## src/design/smpg_pkg.sv

```systemverilog
package smpg_pkg;

  ////////////////////////////////////////////////////////////
  // Register indices; byte address is four times the index
  localparam logic [7:0] SMC_IDX  = 8'h33;
  localparam logic [7:0] PRF_IDX  = 8'h64;
  localparam logic [7:0] PRS_IDX  = 8'h65;
  localparam logic [7:0] AUX_IDX  = 8'h70;
  localparam logic [7:0] STAT_IDX = 8'h71;

  // Reset values
  localparam logic [7:0] SMC_RST = 8'h00;
  localparam logic [7:0] PRF_RST = 8'h00;
  localparam logic [7:0] PRS_RST = 8'h00;
  localparam logic [7:0] AUX_RST = 8'h00;

  // Writable bit masks
  localparam logic [7:0] SMC_WMASK = 8'h0F;
  localparam logic [7:0] PRF_WMASK = 8'hEE;
  localparam logic [7:0] PRS_WMASK = 8'h3F;
  localparam logic [7:0] AUX_WMASK = 8'h1F;

  // Sleep control fields
  localparam int SMC_ARM_POS  = 0;
  localparam int SMC_MODE_LSB = 1;

  // First power reduction fields
  localparam int PRF_TWO_WIRE_POS  = 7;
  localparam int PRF_TIMER_TWO_POS = 6;
  localparam int PRF_TIMER_ZRO_POS = 5;
  localparam int PRF_TIMER_ONE_POS = 3;
  localparam int PRF_SER_PERI_POS  = 2;
  localparam int PRF_SER_PORT_POS  = 1;

  // Second power reduction fields
  localparam int PRS_KEYPAD_POS   = 5;
  localparam int PRS_CIPHER_POS   = 4;
  localparam int PRS_CARD_POS     = 3;
  localparam int PRS_FAST_SER_POS = 2;
  localparam int PRS_USB_DEV_POS  = 1;
  localparam int PRS_USB_HOST_POS = 0;

  // Auxiliary control fields
  localparam int AUX_T2_ASYNC_POS = 0;
  localparam int AUX_PLL_SEL_POS  = 1;
  localparam int AUX_PLL_PWR_POS  = 2;
  localparam int AUX_CONV_PWR_POS = 3;
  localparam int AUX_SCAN_DIS_POS = 4;

  // Status fields
  localparam int STAT_LOCK_POS  = 0;
  localparam int STAT_READY_POS = 1;
  localparam int STAT_DEACT_POS = 2;
  localparam int STAT_SLEEP_POS = 3;

  // Wake latencies in cycles
  localparam logic [15:0] FAST_WAKE_CYC = 16'h0006;
  localparam logic [15:0] IDLE_WAKE_CYC = 16'h0001;
  localparam logic [15:0] SLOW_WAKE_DEF = 16'h0010;

  typedef enum logic [2:0] {
    MODE_IDLE  = 3'b000,
    MODE_PDOWN = 3'b010,
    MODE_PSAVE = 3'b011,
    MODE_STBY  = 3'b110,
    MODE_XSTBY = 3'b111
  } smpg_mode_type;

  typedef enum logic [1:0] {
    FSM_RUN   = 2'b00,
    FSM_SLEEP = 2'b01,
    FSM_WAKE  = 2'b10
  } smpg_fsm_type;

  typedef struct packed {
    logic two_wire;
    logic timer_two;
    logic timer_zero;
    logic timer_one;
    logic serial_periph;
    logic serial_port;
    logic keypad;
    logic cipher;
    logic card_interface;
    logic fast_serial;
    logic usb_device;
    logic usb_host;
  } smpg_periph_type;

  typedef struct packed {
    logic cpu;
    logic flash;
    logic io;
    logic asy;
    logic main_osc;
    logic timer_osc;
    logic watchdog;
  } smpg_clk_type;

endpackage

```

## src/design/smpg_sleep_power.sv

```systemverilog
// Function
// (RULE1) Sleep control: bits 7..4 zero, 3..1 mode select, 0 arm bit, reset zero.
// (RULE2) Mode codes: 000 idle, 010 power-down, 011 save, 110 standby, 111 extended.
// (RULE3) Sleep instruction enters sleep only while arm bit is one.
// (RULE4) Software sets arm bit just before sleep and clears it after wake.
// (RULE5) First gating register: two-wire, timers 2/0/1, serial periph, serial port.
// (RULE6) Gating bit set stops that module's clock until cleared.
// (RULE7) Timer two gate acts only when its async select is zero.
// (RULE8) Ungated timers resume from their frozen state, no reinitialisation.
// (RULE9) Reserved bits of both gating registers read zero.
// (RULE10) Second gating register: keypad, cipher, card, fast serial, USB device, host.
// (RULE11) Software reinitialises communication modules after ungating.
// (RULE12) Gated USB host blocks USB cards; serial card path stays if ungated.
// (RULE13) Sleep never changes PLL select or converter power by itself.
// (RULE14) Software switches off PLL select, power, then waits lock zero.
// (RULE15) Clearing converter power starts deactivation until ready reads zero.
// (RULE16) Enabled brown-out detector stays active in every sleep mode.
// (RULE17) Enabled watchdog keeps running in every sleep mode.
// (RULE18) Voltage reference on whenever brown-out detection needs it.
// (RULE19) Debug enabled keeps main clock source running during sleep.
// (RULE20) Debug disabled by either fuse cleared or scan port disable bit.
// (RULE21) Idle stops CPU and flash clocks, peripherals and interrupts run.
// (RULE22) Standby modes resume six cycles after the wake condition.
// (RULE23) Gated peripheral frozen, its registers blocked; ungating restores it.
// (RULE24) Reserved mode code makes the sleep instruction a no-op.
// (RULE25) Writes to read-only or reserved bits ignored; they read zero.
//
// Implementation choice: register access over Avalon-MM.
`timescale 1ns/100ps
module smpg_sleep_power
  import smpg_pkg::*;
#(
  parameter logic [15:0] SLOW_WAKE_CYC = smpg_pkg::SLOW_WAKE_DEF
) (
  input  wire logic                      i_core_clk,         // 200 MHz core clock
  input  wire logic                      i_rstn,             // Sync reset, low active
  input  wire logic [9:0]                i_avs_address,      // Byte address
  input  wire logic                      i_avs_read,         // Read request
  input  wire logic                      i_avs_write,        // Write request
  input  wire logic [31:0]               i_avs_writedata,    // Write data
  input  wire logic [3:0]                i_avs_byteenable,   // Byte lanes
  output logic [31:0]                    o_avs_readdata,     // Read data
  output logic                           o_avs_waitrequest,  // Stall
  input  wire logic                      i_sleep_instr,      // Sleep instruction pulse
  input  wire logic                      i_wake_req,         // Wake condition
  input  wire logic                      i_wdt_enable,       // Watchdog enabled
  input  wire logic                      i_pll_locked_flag,  // PLL lock pin
  input  wire logic                      i_converter_ready,  // Converter ready pin
  input  wire logic                      i_brownout_fuse,    // Brown-out fuse programmed
  input  wire logic                      i_debug_fuse,       // Debug fuse programmed
  input  wire logic                      i_scan_port_fuse,   // Scan fuse programmed
  output smpg_pkg::smpg_clk_type         o_clk_en,           // Clock domain enables
  output smpg_pkg::smpg_periph_type      o_periph_clk_en,    // Peripheral clocks
  output smpg_pkg::smpg_periph_type      o_periph_reg_en,    // Peripheral reg access
  output logic                           o_pll_output_select,// PLL mux select
  output logic                           o_pll_power,        // PLL on
  output logic                           o_converter_power,  // Converter on
  output logic                           o_converter_deact,  // Deactivation running
  output logic                           o_t2_async_select,  // Timer two async clock
  output logic                           o_bod_active,       // Brown-out detector on
  output logic                           o_vref_en,          // Voltage reference on
  output logic                           o_debug_enable,     // Debug system on
  output logic                           o_sleeping          // Core asleep
);

  import smpg_pkg::*;

  ////////////////////////////////////////////////////////////
  // State

  // One record of all flip-flops
  typedef struct packed {
    logic [4:0]      sync_m;
    logic [4:0]      sync_s;
    logic            waitreq;
    logic [31:0]     rdata;
    logic [7:0]      smc;
    logic [7:0]      prf;
    logic [7:0]      prs;
    logic [7:0]      aux;
    logic            deact;
    smpg_fsm_type    fsm;
    smpg_mode_type   cur;
    logic [15:0]     cnt;
    smpg_clk_type    clk_en;
    smpg_periph_type pclk;
    smpg_periph_type preg;
    logic            bod;
    logic            vref;
    logic            dbg;
    logic            slp;
  } smpg_state_type;

  smpg_state_type  s;
  smpg_state_type  next_s;

  // Combinational helpers
  logic            req;
  logic            wr;
  logic [7:0]      idx;
  logic [7:0]      rd_byte;
  logic [7:0]      wbyte;
  logic [7:0]      stat;
  logic [2:0]      sel;
  logic            mode_ok;
  logic [15:0]     wake_cyc;
  logic            asleep;
  logic            running;
  logic            as2;
  logic            bod_s;
  logic            dbg_on;
  smpg_periph_type gate;
  smpg_mode_type   m;

  ////////////////////////////////////////////////////////////
  // Next state

  always_comb begin
    next_s   = s;
    req      = i_avs_read | i_avs_write;
    idx      = i_avs_address[9:2];
    wbyte    = i_avs_writedata[7:0];
    wr       = 1'b0;
    rd_byte  = 8'h00;
    stat     = 8'h00;
    sel      = 3'b000;
    mode_ok  = 1'b0;
    wake_cyc = IDLE_WAKE_CYC;
    asleep   = 1'b0;
    running  = 1'b0;
    as2      = 1'b0;
    bod_s    = 1'b0;
    dbg_on   = 1'b0;
    gate     = '0;
    m        = MODE_IDLE;

    // Pin synchronisers
    // Fuses and flags: other domains
    next_s.sync_m = {i_scan_port_fuse, i_debug_fuse, i_brownout_fuse,
                     i_converter_ready, i_pll_locked_flag};
    // Only stage two reads stage one
    next_s.sync_s = s.sync_m;

    // Status view
    // Read-only snapshot
    stat[STAT_LOCK_POS]  = s.sync_s[0];
    stat[STAT_READY_POS] = s.sync_s[1];
    stat[STAT_DEACT_POS] = s.deact;
    stat[STAT_SLEEP_POS] = (s.fsm != FSM_RUN);

    // Read mux; unmapped reads return zero
    // Reserved bits masked
    if (i_avs_address[1:0] == 2'b00) begin
      case (idx)
        SMC_IDX: begin
          rd_byte = s.smc & SMC_WMASK;                    // RULE1 RULE25
        end
        PRF_IDX: begin
          rd_byte = s.prf & PRF_WMASK;                    // RULE9
        end
        PRS_IDX: begin
          rd_byte = s.prs & PRS_WMASK;                    // RULE9
        end
        AUX_IDX: begin
          rd_byte = s.aux & AUX_WMASK;
        end
        STAT_IDX: begin
          rd_byte = stat;
        end
        default: begin
          rd_byte = 8'h00;
        end
      endcase
    end

    // Avalon slave: one wait cycle, then the access completes
    // Each access takes two cycles
    next_s.waitreq = 1'b1;
    if (req && s.waitreq) begin
      next_s.waitreq = 1'b0;
      next_s.rdata   = {24'h00_0000, rd_byte};
    end
    // Lands at waitrequest low
    wr = i_avs_write && !s.waitreq && i_avs_byteenable[0]
         && (i_avs_address[1:0] == 2'b00);

    // Deactivation ends once ready is seen low
    // Set below wins
    if (s.deact && !s.sync_s[1]) begin
      next_s.deact = 1'b0;                                // RULE15
    end

    // Status and unmapped dropped
    if (wr) begin
      case (idx)
        SMC_IDX: begin
          next_s.smc = wbyte & SMC_WMASK;                 // RULE1 RULE25
        end
        PRF_IDX: begin
          next_s.prf = wbyte & PRF_WMASK;                 // RULE5 RULE25
        end
        PRS_IDX: begin
          next_s.prs = wbyte & PRS_WMASK;                 // RULE10 RULE25
        end
        AUX_IDX: begin
          next_s.aux = wbyte & AUX_WMASK;
          if (s.aux[AUX_CONV_PWR_POS] && !wbyte[AUX_CONV_PWR_POS]) begin
            next_s.deact = 1'b1;                          // RULE15
          end
        end
        default: begin
          next_s.aux = s.aux;
        end
      endcase
    end

    // Mode decode
    // Reserved codes inert
    sel = s.smc[SMC_MODE_LSB +: 3];
    case (sel)
      MODE_IDLE, MODE_PDOWN, MODE_PSAVE, MODE_STBY, MODE_XSTBY: begin
        mode_ok = 1'b1;                                   // RULE2
      end
      default: begin
        mode_ok = 1'b0;                                   // RULE24
      end
    endcase

    // Latency of the mode left
    case (s.cur)
      MODE_STBY, MODE_XSTBY: begin
        wake_cyc = FAST_WAKE_CYC;                         // RULE22
      end

      MODE_PDOWN, MODE_PSAVE: begin
        wake_cyc = SLOW_WAKE_CYC;
      end

      default: begin
        wake_cyc = IDLE_WAKE_CYC;
      end
    endcase

    // Sleep sequencer
    // Counter holds cycles left
    case (s.fsm)
      FSM_RUN: begin
        // Arm bit left to software
        if (i_sleep_instr && s.smc[SMC_ARM_POS] && mode_ok) begin
          next_s.fsm = FSM_SLEEP;                         // RULE3 RULE24
          // Mode fixed at entry
          next_s.cur = smpg_mode_type'(sel);
        end
      end

      FSM_SLEEP: begin
        if (i_wake_req) begin
          // Idle resumes next edge
          if (wake_cyc <= IDLE_WAKE_CYC) begin
            next_s.fsm = FSM_RUN;
          end else begin
            next_s.fsm = FSM_WAKE;
            next_s.cnt = wake_cyc - IDLE_WAKE_CYC;        // RULE22
          end
        end
      end

      FSM_WAKE: begin
        // Main oscillator runs here
        if (s.cnt <= IDLE_WAKE_CYC) begin
          next_s.fsm = FSM_RUN;
        end else begin
          next_s.cnt = s.cnt - IDLE_WAKE_CYC;
        end
      end

      default: begin
        next_s.fsm = FSM_RUN;
      end
    endcase

    // Clock enables follow the next state so they line up with it
    m       = next_s.cur;
    running = (next_s.fsm == FSM_RUN);
    next_s.slp = !running;
    asleep  = (next_s.fsm == FSM_SLEEP);
    as2     = next_s.aux[AUX_T2_ASYNC_POS];
    // Detector ignores sleep
    bod_s   = s.sync_s[2];
    dbg_on  = s.sync_s[3] && s.sync_s[4] && !next_s.aux[AUX_SCAN_DIS_POS];  // RULE20

    next_s.clk_en.cpu      = running;                     // RULE21
    next_s.clk_en.flash    = running;                     // RULE21
    next_s.clk_en.io       = running || (m == MODE_IDLE); // RULE21
    // Async clock per timer two
    next_s.clk_en.asy      = !asleep || (m == MODE_IDLE) || (m == MODE_PSAVE)
                             || (m == MODE_XSTBY && as2);
    next_s.clk_en.main_osc = !asleep || (m == MODE_IDLE) || (m == MODE_STBY)
                             || (m == MODE_XSTBY) || dbg_on;  // RULE19
    // Timer oscillator needs async
    next_s.clk_en.timer_osc = as2 && (!asleep || (m == MODE_IDLE)
                              || (m == MODE_PSAVE) || (m == MODE_XSTBY));
    next_s.clk_en.watchdog = i_wdt_enable;                // RULE17

    // Gating bits
    // Timer two async escapes gate
    gate.two_wire       = next_s.prf[PRF_TWO_WIRE_POS];
    gate.timer_two      = next_s.prf[PRF_TIMER_TWO_POS] && !as2;  // RULE7
    gate.timer_zero     = next_s.prf[PRF_TIMER_ZRO_POS];
    gate.timer_one      = next_s.prf[PRF_TIMER_ONE_POS];
    gate.serial_periph  = next_s.prf[PRF_SER_PERI_POS];
    gate.serial_port    = next_s.prf[PRF_SER_PORT_POS];
    gate.keypad         = next_s.prs[PRS_KEYPAD_POS];
    gate.cipher         = next_s.prs[PRS_CIPHER_POS];
    gate.card_interface = next_s.prs[PRS_CARD_POS];
    gate.fast_serial    = next_s.prs[PRS_FAST_SER_POS];
    gate.usb_device     = next_s.prs[PRS_USB_DEV_POS];
    gate.usb_host       = next_s.prs[PRS_USB_HOST_POS];   // RULE12

    // Clock stop only; no reset reaches the module, so state holds
    // Access blocked while gated
    next_s.pclk = {12{next_s.clk_en.io}} & ~gate;         // RULE6 RULE8 RULE10 RULE23
    if (!gate.timer_two && as2) begin
      next_s.pclk.timer_two = next_s.clk_en.asy;          // RULE7
    end
    next_s.preg = ~gate;                                  // RULE23

    next_s.bod  = bod_s;                                  // RULE16
    next_s.vref = bod_s;                                  // RULE18
    next_s.dbg  = dbg_on;                                 // RULE20
  end

  ////////////////////////////////////////////////////////////
  // Registers

  // Run clocks, no gating
  always_ff @(posedge i_core_clk) begin
    if (!i_rstn) begin
      s         <= '0;
      s.waitreq <= 1'b1;
      s.smc     <= SMC_RST;
      s.prf     <= PRF_RST;
      s.prs     <= PRS_RST;
      s.aux     <= AUX_RST;
      s.fsm     <= FSM_RUN;
      s.cur     <= MODE_IDLE;
      // Timer oscillator off
      s.clk_en  <= 7'h7C;
      s.pclk    <= '1;
      s.preg    <= '1;
    end else begin
      s <= next_s;
    end
  end

  ////////////////////////////////////////////////////////////
  // Outputs

  // Sleep leaves PLL and converter exactly as software set them
  assign o_pll_output_select = s.aux[AUX_PLL_SEL_POS];     // RULE13
  assign o_pll_power         = s.aux[AUX_PLL_PWR_POS];     // RULE13
  assign o_converter_power   = s.aux[AUX_CONV_PWR_POS];    // RULE13
  assign o_converter_deact   = s.deact;
  assign o_t2_async_select   = s.aux[AUX_T2_ASYNC_POS];
  assign o_avs_readdata      = s.rdata;
  assign o_avs_waitrequest   = s.waitreq;
  assign o_clk_en            = s.clk_en;
  assign o_periph_clk_en     = s.pclk;
  assign o_periph_reg_en     = s.preg;
  assign o_bod_active        = s.bod;
  assign o_vref_en           = s.vref;
  assign o_debug_enable      = s.dbg;
  // All outputs are flip-flop bits
  assign o_sleeping          = s.slp;

endmodule

```

## config.mk

```make
export PLATFORM = sky130hd
export DESIGN_NAME = smpg_sleep_power
export DESIGN_NICKNAME = d
export VERILOG_FILES = /design/src/design/smpg_pkg.sv /design/src/design/smpg_sleep_power.sv
export SDC_FILE = /design/constraint.sdc
export NUM_CORES = 1
export LEC_CHECK = 0
export BUFFER_PORTS_ARGS = -buffer_cell sky130_fd_sc_hd__buf_2
export CORE_MARGIN = 10
export CORE_UTILIZATION = 46
export CTS_BUF_LIST = sky130_fd_sc_hd__clkbuf_4 sky130_fd_sc_hd__clkbuf_8 sky130_fd_sc_hd__clkbuf_16
export DETAILED_ROUTE_END_ITERATION = 12
export GPL_TIMING_DRIVEN = 0
export PLACE_DENSITY = 0.76
export SLEW_MARGIN = 20
export SYNTH_ARGS = -nofsm -noshare
export SYNTH_HDL_FRONTEND = slang
export SYNTH_SLANG_ARGS = --single-unit
```

## constraint.sdc

```tcl
create_clock -name i_core_clk -period 1.7 [get_ports i_core_clk]
set_input_delay 0.17 -clock i_core_clk [delete_from_list [all_inputs] [get_ports i_core_clk]]
set_output_delay 0.17 -clock i_core_clk [all_outputs]
set_load 0.03 [all_outputs]
```

==> results by group, run 1 <==
Run status
  • Status: complete, but fails checks
  • Failing checks: setup timing

Floorplan
  • DIE AREA: ~13000 µm²
  • Core box area: between 8000 and 9000 µm²
  • FP Rows: 34
  • I/O pin total: 131
  • Die H: 115 µm
  • Starting Density: 47.6%
  • Die Span X: 115 µm

GRT
  • Initial antenna violation count: 0
  • Grt ovf: 0
  • Vias in the first global route: 3510
  • GRT Util Overall: 16.1%
  • First-pass GRT wire length: 17200 µm
  • Largest net degree at the start of global routing: 17

Synthesis
  • Yosys cell types: a little over 60
  • Post-Synthesis Cells: approximately 470
  • Async S/R FF share, synth: 0%
  • Dominant synthesized flop cell: dfxtp_1
  • Seq/Total Area, Yosys: between 40% and 50%
  • EDFF count, synth: 0
  • Yosys warnings: 0
  • Mean Syn Cell Area: 8.99 µm²
  • Yosys reg bits: 95
  • Mapped Area: 4190 µm²

Finish
  • Nets: 658
  • Antenna Cells: 0
  • FF+latch area: just under 2000 µm²
  • Multi-input gate area: approximately 2100 µm²
  • Fill count: approximately 750
  • Area growth, synth to finish: 32.7%
  • Layout cell share with drive strength beyond 1: 44.1%

Drt
  • Via count: 3692
  • DR pass1 iterations: 4
  • DRT Wirelength: between 10000 and 15000 µm
  • DR iter-0 viols: 213
  • Vias per cell: 5.19
  • Drt wl/cell: 15.9 µm
  • Final ANT Viol Nets: 0
  • Number of remaining DRC errors: 0

Setup path
  • WS Path Type: reg2reg
  • Worst setup SP type: flip-flop
  • Max FO, Critical Path: 6
  • Arr. time, crit path: 2140 ps
  • Worst setup EP type: flip-flop
  • CP Data Required Time: 1970 ps

Pwr
  • Leak pwr: approximately 2.3 nW
  • Worst vdd ir: 0.000553 V
  • Design Power: 4.07 mW
  • PwrDens: 731 nW/µm²

Clocking
  • CTS tree: yes
  • Clock tree buffer depth: 2
  • Root Buffer: clkbuf_8
  • Worst skew pair latency: approximately 370 ps
  • TritonCTS Buffers: 9
  • Clock net sink count: 95
  • Maximum level of the CTS H-tree: 3
  • Clock transition at the registers of the reported paths: approximately 90 ps

Timing
  • F_max: roughly 530 MHz
  • Layout Skew: 11.5 ps
  • Minimum clock period after layout: roughly 1900 ps
  • Pins Over Slew Limit: 0
  • Post-layout worst setup margin: -173 ps
  • Slew headroom: 50.9%
  • Worst-Margin Slew: 737 ps
  • Hold slack: 4.07 ps
  • Final hold viol count: 0
  • Period utilisation layout: 110%
  • Final setup fails: 26
  • RSZ-0062 raised after global routing: true

Worst hold path
  • Worst hold path class: in2reg

Placed design
  • GPL Wtd Cong: 0.921
  • Buffers added on ports: 79
  • Dpl hpwl: 7960 µm
  • Post-place setup slack: -349 ps

Run
  • Max-cap violation count: 0
==> report_power, final <==
group / switching [mW] / leakage [nW] / total (mW) / internal (mW)
sequential: 0.00571 / 0.776 / 2.23 / 2.23
combinational: 0.193 / 1.43 / 0.296 / 0.102
clock: 0.809 / 0.107 / 1.54 / 0.728
==> critical path: stages (launching register included) <==
cell and delay [ps]:
dfxtp_2 350, or4_4 560, a32o_2 280, a21oi_4 190, buf_6 150, nor4_1 40
o21ba_2 190
==> area by class of cell <==
cell class | instances | share of cell area, %
plain buffers | 77 | 10.2
flip-flops and latches | 95 | 34.7
clock inverters | 6 | 1.19
multi-input cells | 300 | 37.8
repair buffers | 98 | 9.97
well taps | 108 | 2.43
clock buffers | 10 | 2.48
inverters | 17 | 1.15
==> what timing repair did <==
action / CTS / global route
gates resized for setup: 33 / 63
setup buffers: 10 / 5
pin swaps: 12 / 22
gates cloned: 1 / 2
endpoints found under the hold margin: 2 / 0
endpoints found under the setup margin: 56 / 63
hold buffers: 2 / 0
==> cells by family (layout without fill, tap and decap cells) <==
group                    after synthesis  in the layout  share of synthesized area, %
buffers and inverters                 95            208                          14.4
XOR/XNOR                               2              2                         0.418
adder cells (fa/ha/maj)                2              2                         0.597
AND/OR/NAND/NOR                      164            164                          22.1
flip-flops                            95             95                          45.4
multiplexers                           8              8                          1.91
AO/OA/AOI/OAI                         99            100                          15.1
other                                  1             24                        0.0895
==> sequential cells by signal (all words and copies together), names as in the netlist <==
| register | count |
|---|---|
| s | 42 |
| o_periph_clk_en | 12 |
| o_periph_reg_en | 12 |
| o_avs_readdata | 8 |
| o_clk_en | 6 |
| next_s | 5 |
| bod_s | 1 |
| o_avs_waitrequest | 1 |
| o_converter_deact | 1 |
| o_converter_power | 1 |
| o_debug_enable | 1 |
| o_pll_output_select | 1 |
| o_pll_power | 1 |
| o_sleeping | 1 |
| o_t2_async_select | 1 |
| o_vref_en | 1 |
==> final timing paths <==
check                     from           to  slack (ps)  cells after the start
setup / recovery         s[46]        s[46]        -170                      6
hold / removal    i_debug_fuse  next_s[125]           4                      2
hold reg to reg    next_s[126]       s[126]         430                      1
setup reg to reg         s[46]        s[46]        -170                      6
==> layout by cell type (no fill, tap or decap), types with 5 or more instances in the layout <==
| master | n |
|---|---|
| dfxtp_1 | 84 |
| dfxtp_4 | 6 |
| buf_6 | 6 |
| and2_1 | 16 |
| nor2_2 | 6 |
| conb_1 | 24 |
| nand2_1 | 31 |
| a22oi_1 | 5 |
| nand3_1 | 17 |
| inv_1 | 14 |
| clkbuf_8 | 10 |
| mux2i_1 | 5 |
| or3_1 | 8 |
| o21ai_0 | 16 |
| a21oi_1 | 20 |
| buf_4 | 78 |
| a22o_1 | 5 |
| nor2_1 | 29 |
| dfxtp_2 | 5 |
| buf_2 | 80 |
| a21oi_2 | 10 |
| clkbuf_1 | 7 |
==> metrics by stage <==
step | cells | area, µm² | util (%) | setup TNS (ps)
final | 711 | 5560 | 63.1 | -2910
after global routing | 711 | 5560 | 63.1 | -4890
after CTS | 705 | 5280 | 60.0 | -2910
after detailed placement | 676 | 4860 | 55.2 | -15970
after global placement | 676 | 4860 | 55.2 | -13720
after floorplan | 489 | 4330 | - | -70.0
==> per-layer routing <==
| layer | up-vias | track usage (%) | wire length, µm |
|---|---|---|---|
| met4 | 0 | 6.33 | 172 |
| met1 | 1731 | 18.9 | 4440 |
| met2 | 137 | 27.9 | 5730 |
| met3 | 15 | 3.77 | 940 |
| met5 | - | 0 | 0 |
| li1 | 1809 | - | - |
==> synth_stat cells (3+ instances only) <==
cell / n / area (µm²)
and2_1: 16 / 100
nor4_2: 3 / 37.5
nor2b_1: 3 / 18.8
or3_2: 3 / 22.5
mux2i_1: 8 / 80.1
buf_2: 5 / 25.0
buf_4: 64 / 480
o21ai_0: 22 / 110
clkbuf_1: 9 / 33.8
or3_1: 9 / 56.3
nand2b_1: 4 / 25.0
a22o_1: 5 / 43.8
a21oi_1: 33 / 165
nand4b_1: 4 / 35.0
nor2_1: 39 / 146
a31oi_1: 3 / 18.8
inv_1: 17 / 63.8
nand2_1: 32 / 120
a22oi_1: 5 / 37.5
o31ai_1: 4 / 30.0
nor4b_2: 3 / 45.0
nand3_1: 17 / 85.1
nor3_1: 5 / 25.0
nor4_1: 4 / 25.0
o21a_1: 3 / 22.5
a211oi_1: 3 / 22.5
dfxtp_1: 95 / 1900
Power figures use the tool's default switching activity.
==> inputs of run 2 (changes only) <==
--- a/config.mk
+++ b/config.mk
@@ -12,6 +12,7 @@
 export DETAILED_ROUTE_END_ITERATION = 12
 export GPL_TIMING_DRIVEN = 0
 export PLACE_DENSITY = 0.76
+export SKIP_CTS_REPAIR_TIMING = 1
 export SLEW_MARGIN = 20
 export SYNTH_ARGS = -nofsm -noshare
 export SYNTH_HDL_FRONTEND = slang
==> run 2 against run 1 <==
- the flow still finishes with violations (setup timing)
- core utilization shrank 0.88 points
- cell area shrank 1.4%
- non-clock buffer count shrank 4
- critical path depth shrank 1
- die area is the same
- sequential power is essentially flat
- combinational power shrank 2%
- register-to-register slack lost 50 ps
- routed wire length shrank 0.63%
- via count grew 0.33%
- count of clock-buffer cells in the layout is the same
- worst setup slack lost 52 ps
- largest cell class unchanged
==> results by group, run 2 (same netlist as run 1, synthesis figures left out) <==
Clocking
  • Worst skew pair latency: approximately 370 ps
  • Maximum level of the CTS H-tree: 3
  • Clock tree buffer depth: 2
  • Clock transition at the registers of the reported paths: around 90 ps
  • Root Buffer: clkbuf_8
  • CTS tree: yes
  • TritonCTS Buffers: 9
  • Clock net sink count: 95

Worst hold path
  • Min-Delay Startpoint: i_wdt_enable
  • Worst hold path class: in2reg
  • Hold depth: 2
  • Hold Path End: o_clk_en[0]

GRT
  • GRT Util Overall: 15.7%
  • Grt ovf: 0
  • Largest net degree at the start of global routing: 17
  • Vias in the first global route: 3396
  • Initial antenna violation count: 0
  • First-pass GRT wire length: 16800 µm

Setup path
  • Worst setup EP type: flip-flop
  • WS Path Type: reg2reg
  • RR Endpoint: o_periph_clk_en[10]
  • RR Startpoint: s[38]
  • Worst setup SP type: flip-flop
  • R2R Setup Slk: -230 ps
  • Arr. time, crit path: about 2200 ps
  • Max FO, Critical Path: 4
  • CP Data Required Time: 1980 ps
  • Worst Reg-to-Reg Cells: 5

Timing
  • Minimum clock period after layout: 1930 ps
  • Worst-Margin Slew: about 700 ps
  • Period utilisation layout: 113%
  • Post-layout worst setup margin: -226 ps
  • Final hold viol count: 0
  • Final setup fails: 25
  • Pins Over Slew Limit: 0
  • Layout Skew: 10.9 ps
  • RSZ-0062 raised after global routing: true
  • Hold slack: 1.02 ps
  • F_max: between 500 and 600 MHz
  • Slew headroom: 53.6%

Floorplan
  • FP Rows: 34
  • Die H: 115 µm
  • Starting Density: between 40% and 50%
  • I/O pin total: 131
  • Core box area: 8810 µm²
  • Die Span X: 115 µm
  • DIE AREA: 13300 µm²

Finish
  • Nets: 654
  • Commonest cells after routing, fill and taps aside: 83 x dfxtp_1, 80 x buf_2, 77 x buf_4
  • Fill count: 766
  • Post-route non-filler standard cell count: 707
  • Post-layout util: 62.3%
  • Commonest non-fill, non-tap cell in the layout: dfxtp_1
  • Final instance area: 5480 µm²
  • Layout cell share with drive strength beyond 1: between 40% and 50%
  • FF+latch area: 1930 µm²
  • Flip-flop count of the largest register after layout: 42
  • Biggest register: s
  • Area growth, synth to finish: 30.8%
  • Antenna Cells: 0
  • Multi-input gate area: 2060 µm²

Pwr
  • Pint: 3.06 mW
  • Leak pwr: approximately 2.3 nW
  • Comb pwr share: 7.2%
  • Sequential power share: between 50% and 60%
  • Worst vdd ir: ~0.0005 V
  • Clock power frac: a little under two fifths
  • PwrDens: ~740 nW/µm²
  • Psw: 0.992 mW
  • Net Sw Frac: 24.5%

Placed design
  • Placed cell areas: 4860 µm²
  • Dpl hpwl: 7960 µm
  • GPL Wtd Cong: between 0.9 and 1
  • Post-Place Cells: between 600 and 700
  • Buffers added on ports: slightly below 80
  • Post-place setup slack: -349 ps

Drt
  • DR iter-0 viols: 247
  • Drt wl/cell: roughly 16 µm
  • Final ANT Viol Nets: 0
  • DRT Wirelength: 11200 µm
  • Vias per cell: 5.24
  • Via count: approximately 3700
  • Number of remaining DRC errors: 0
  • DR pass1 iterations: 5

Run status
  • Failing checks: setup timing
  • Status: complete, but fails checks

Run
  • Max-cap violation count: 0
run 2: changes by cell type in the layout (fill, tap and decap cells not counted), moves of 2 or more:
| cell | delta |
|---|---|
| a21oi_4 | -2 |
| dlygate4sd3_1 | -2 |
| inv_2 | -2 |
| inv_4 | +2 |
| o21ai_0 | +2 |
| o21ai_2 | -2 |
| o31ai_1 | +2 |
run 2: power by group through the flow:
stage / Sequential [mW] / Clock [mW] / Combinational [mW]
4_1_cts: 2.24 / 1.55 / 0.270
2_1_floorplan: 2.30 / 0 / 0.181
5_1_grt: 2.24 / 1.64 / 0.310
3_3_place_gp: 2.30 / 0 / 0.266
3_5_place_dp: 2.30 / 0 / 0.269
6_report: 2.23 / 1.52 / 0.290
run 2: worst max-delay path, cell delays in order, from the launching register on:
cell and delay, ps:
dfxtp_4 380, nor4_4 280, nand4b_1 240, o21a_1 270, o31a_1 400, o32ai_2 270
run 2: through the flow:
stage	power [mW]	setup TNS, ps
floorplan	2.48	-70.0
CTS	4.07	-9920
global route	4.19	-6210
global placement	2.56	-13720
detailed placement	2.57	-15970
finish	4.05	-3820
run 2: worst max path at each step:
stage / depth (start not counted) / end / from
after detailed placement: 7 / o_avs_readdata[0] / i_avs_address[5]
after global routing: 5 / o_periph_clk_en[10] / s[50]
after CTS: 6 / o_periph_clk_en[2] / s[37]
after global placement: 7 / o_avs_readdata[0] / i_avs_address[5]
after floorplan: 4 / s[50] / s[48]
final: 5 / o_periph_clk_en[10] / s[38]
run 2: cell type report:
type / count / share of cell area (%)
Buffer: 77 / 10.4
Clock buffer: 10 / 2.51
Clock inverter: 6 / 1.21
Inverter: 17 / 1.26
Multi-Input combinational cell: 300 / 37.6
Sequential cell: 95 / 35.2
Tap cell: 108 / 2.46
Timing Repair Buffer: 94 / 9.40
run 2: per-layer routing:
metal	GRT usage (%)	share of wire, %
met4	6.33	1.4
met1	18.9	40
met5	0	0
met2	26.4	51
met3	3.72	8.1
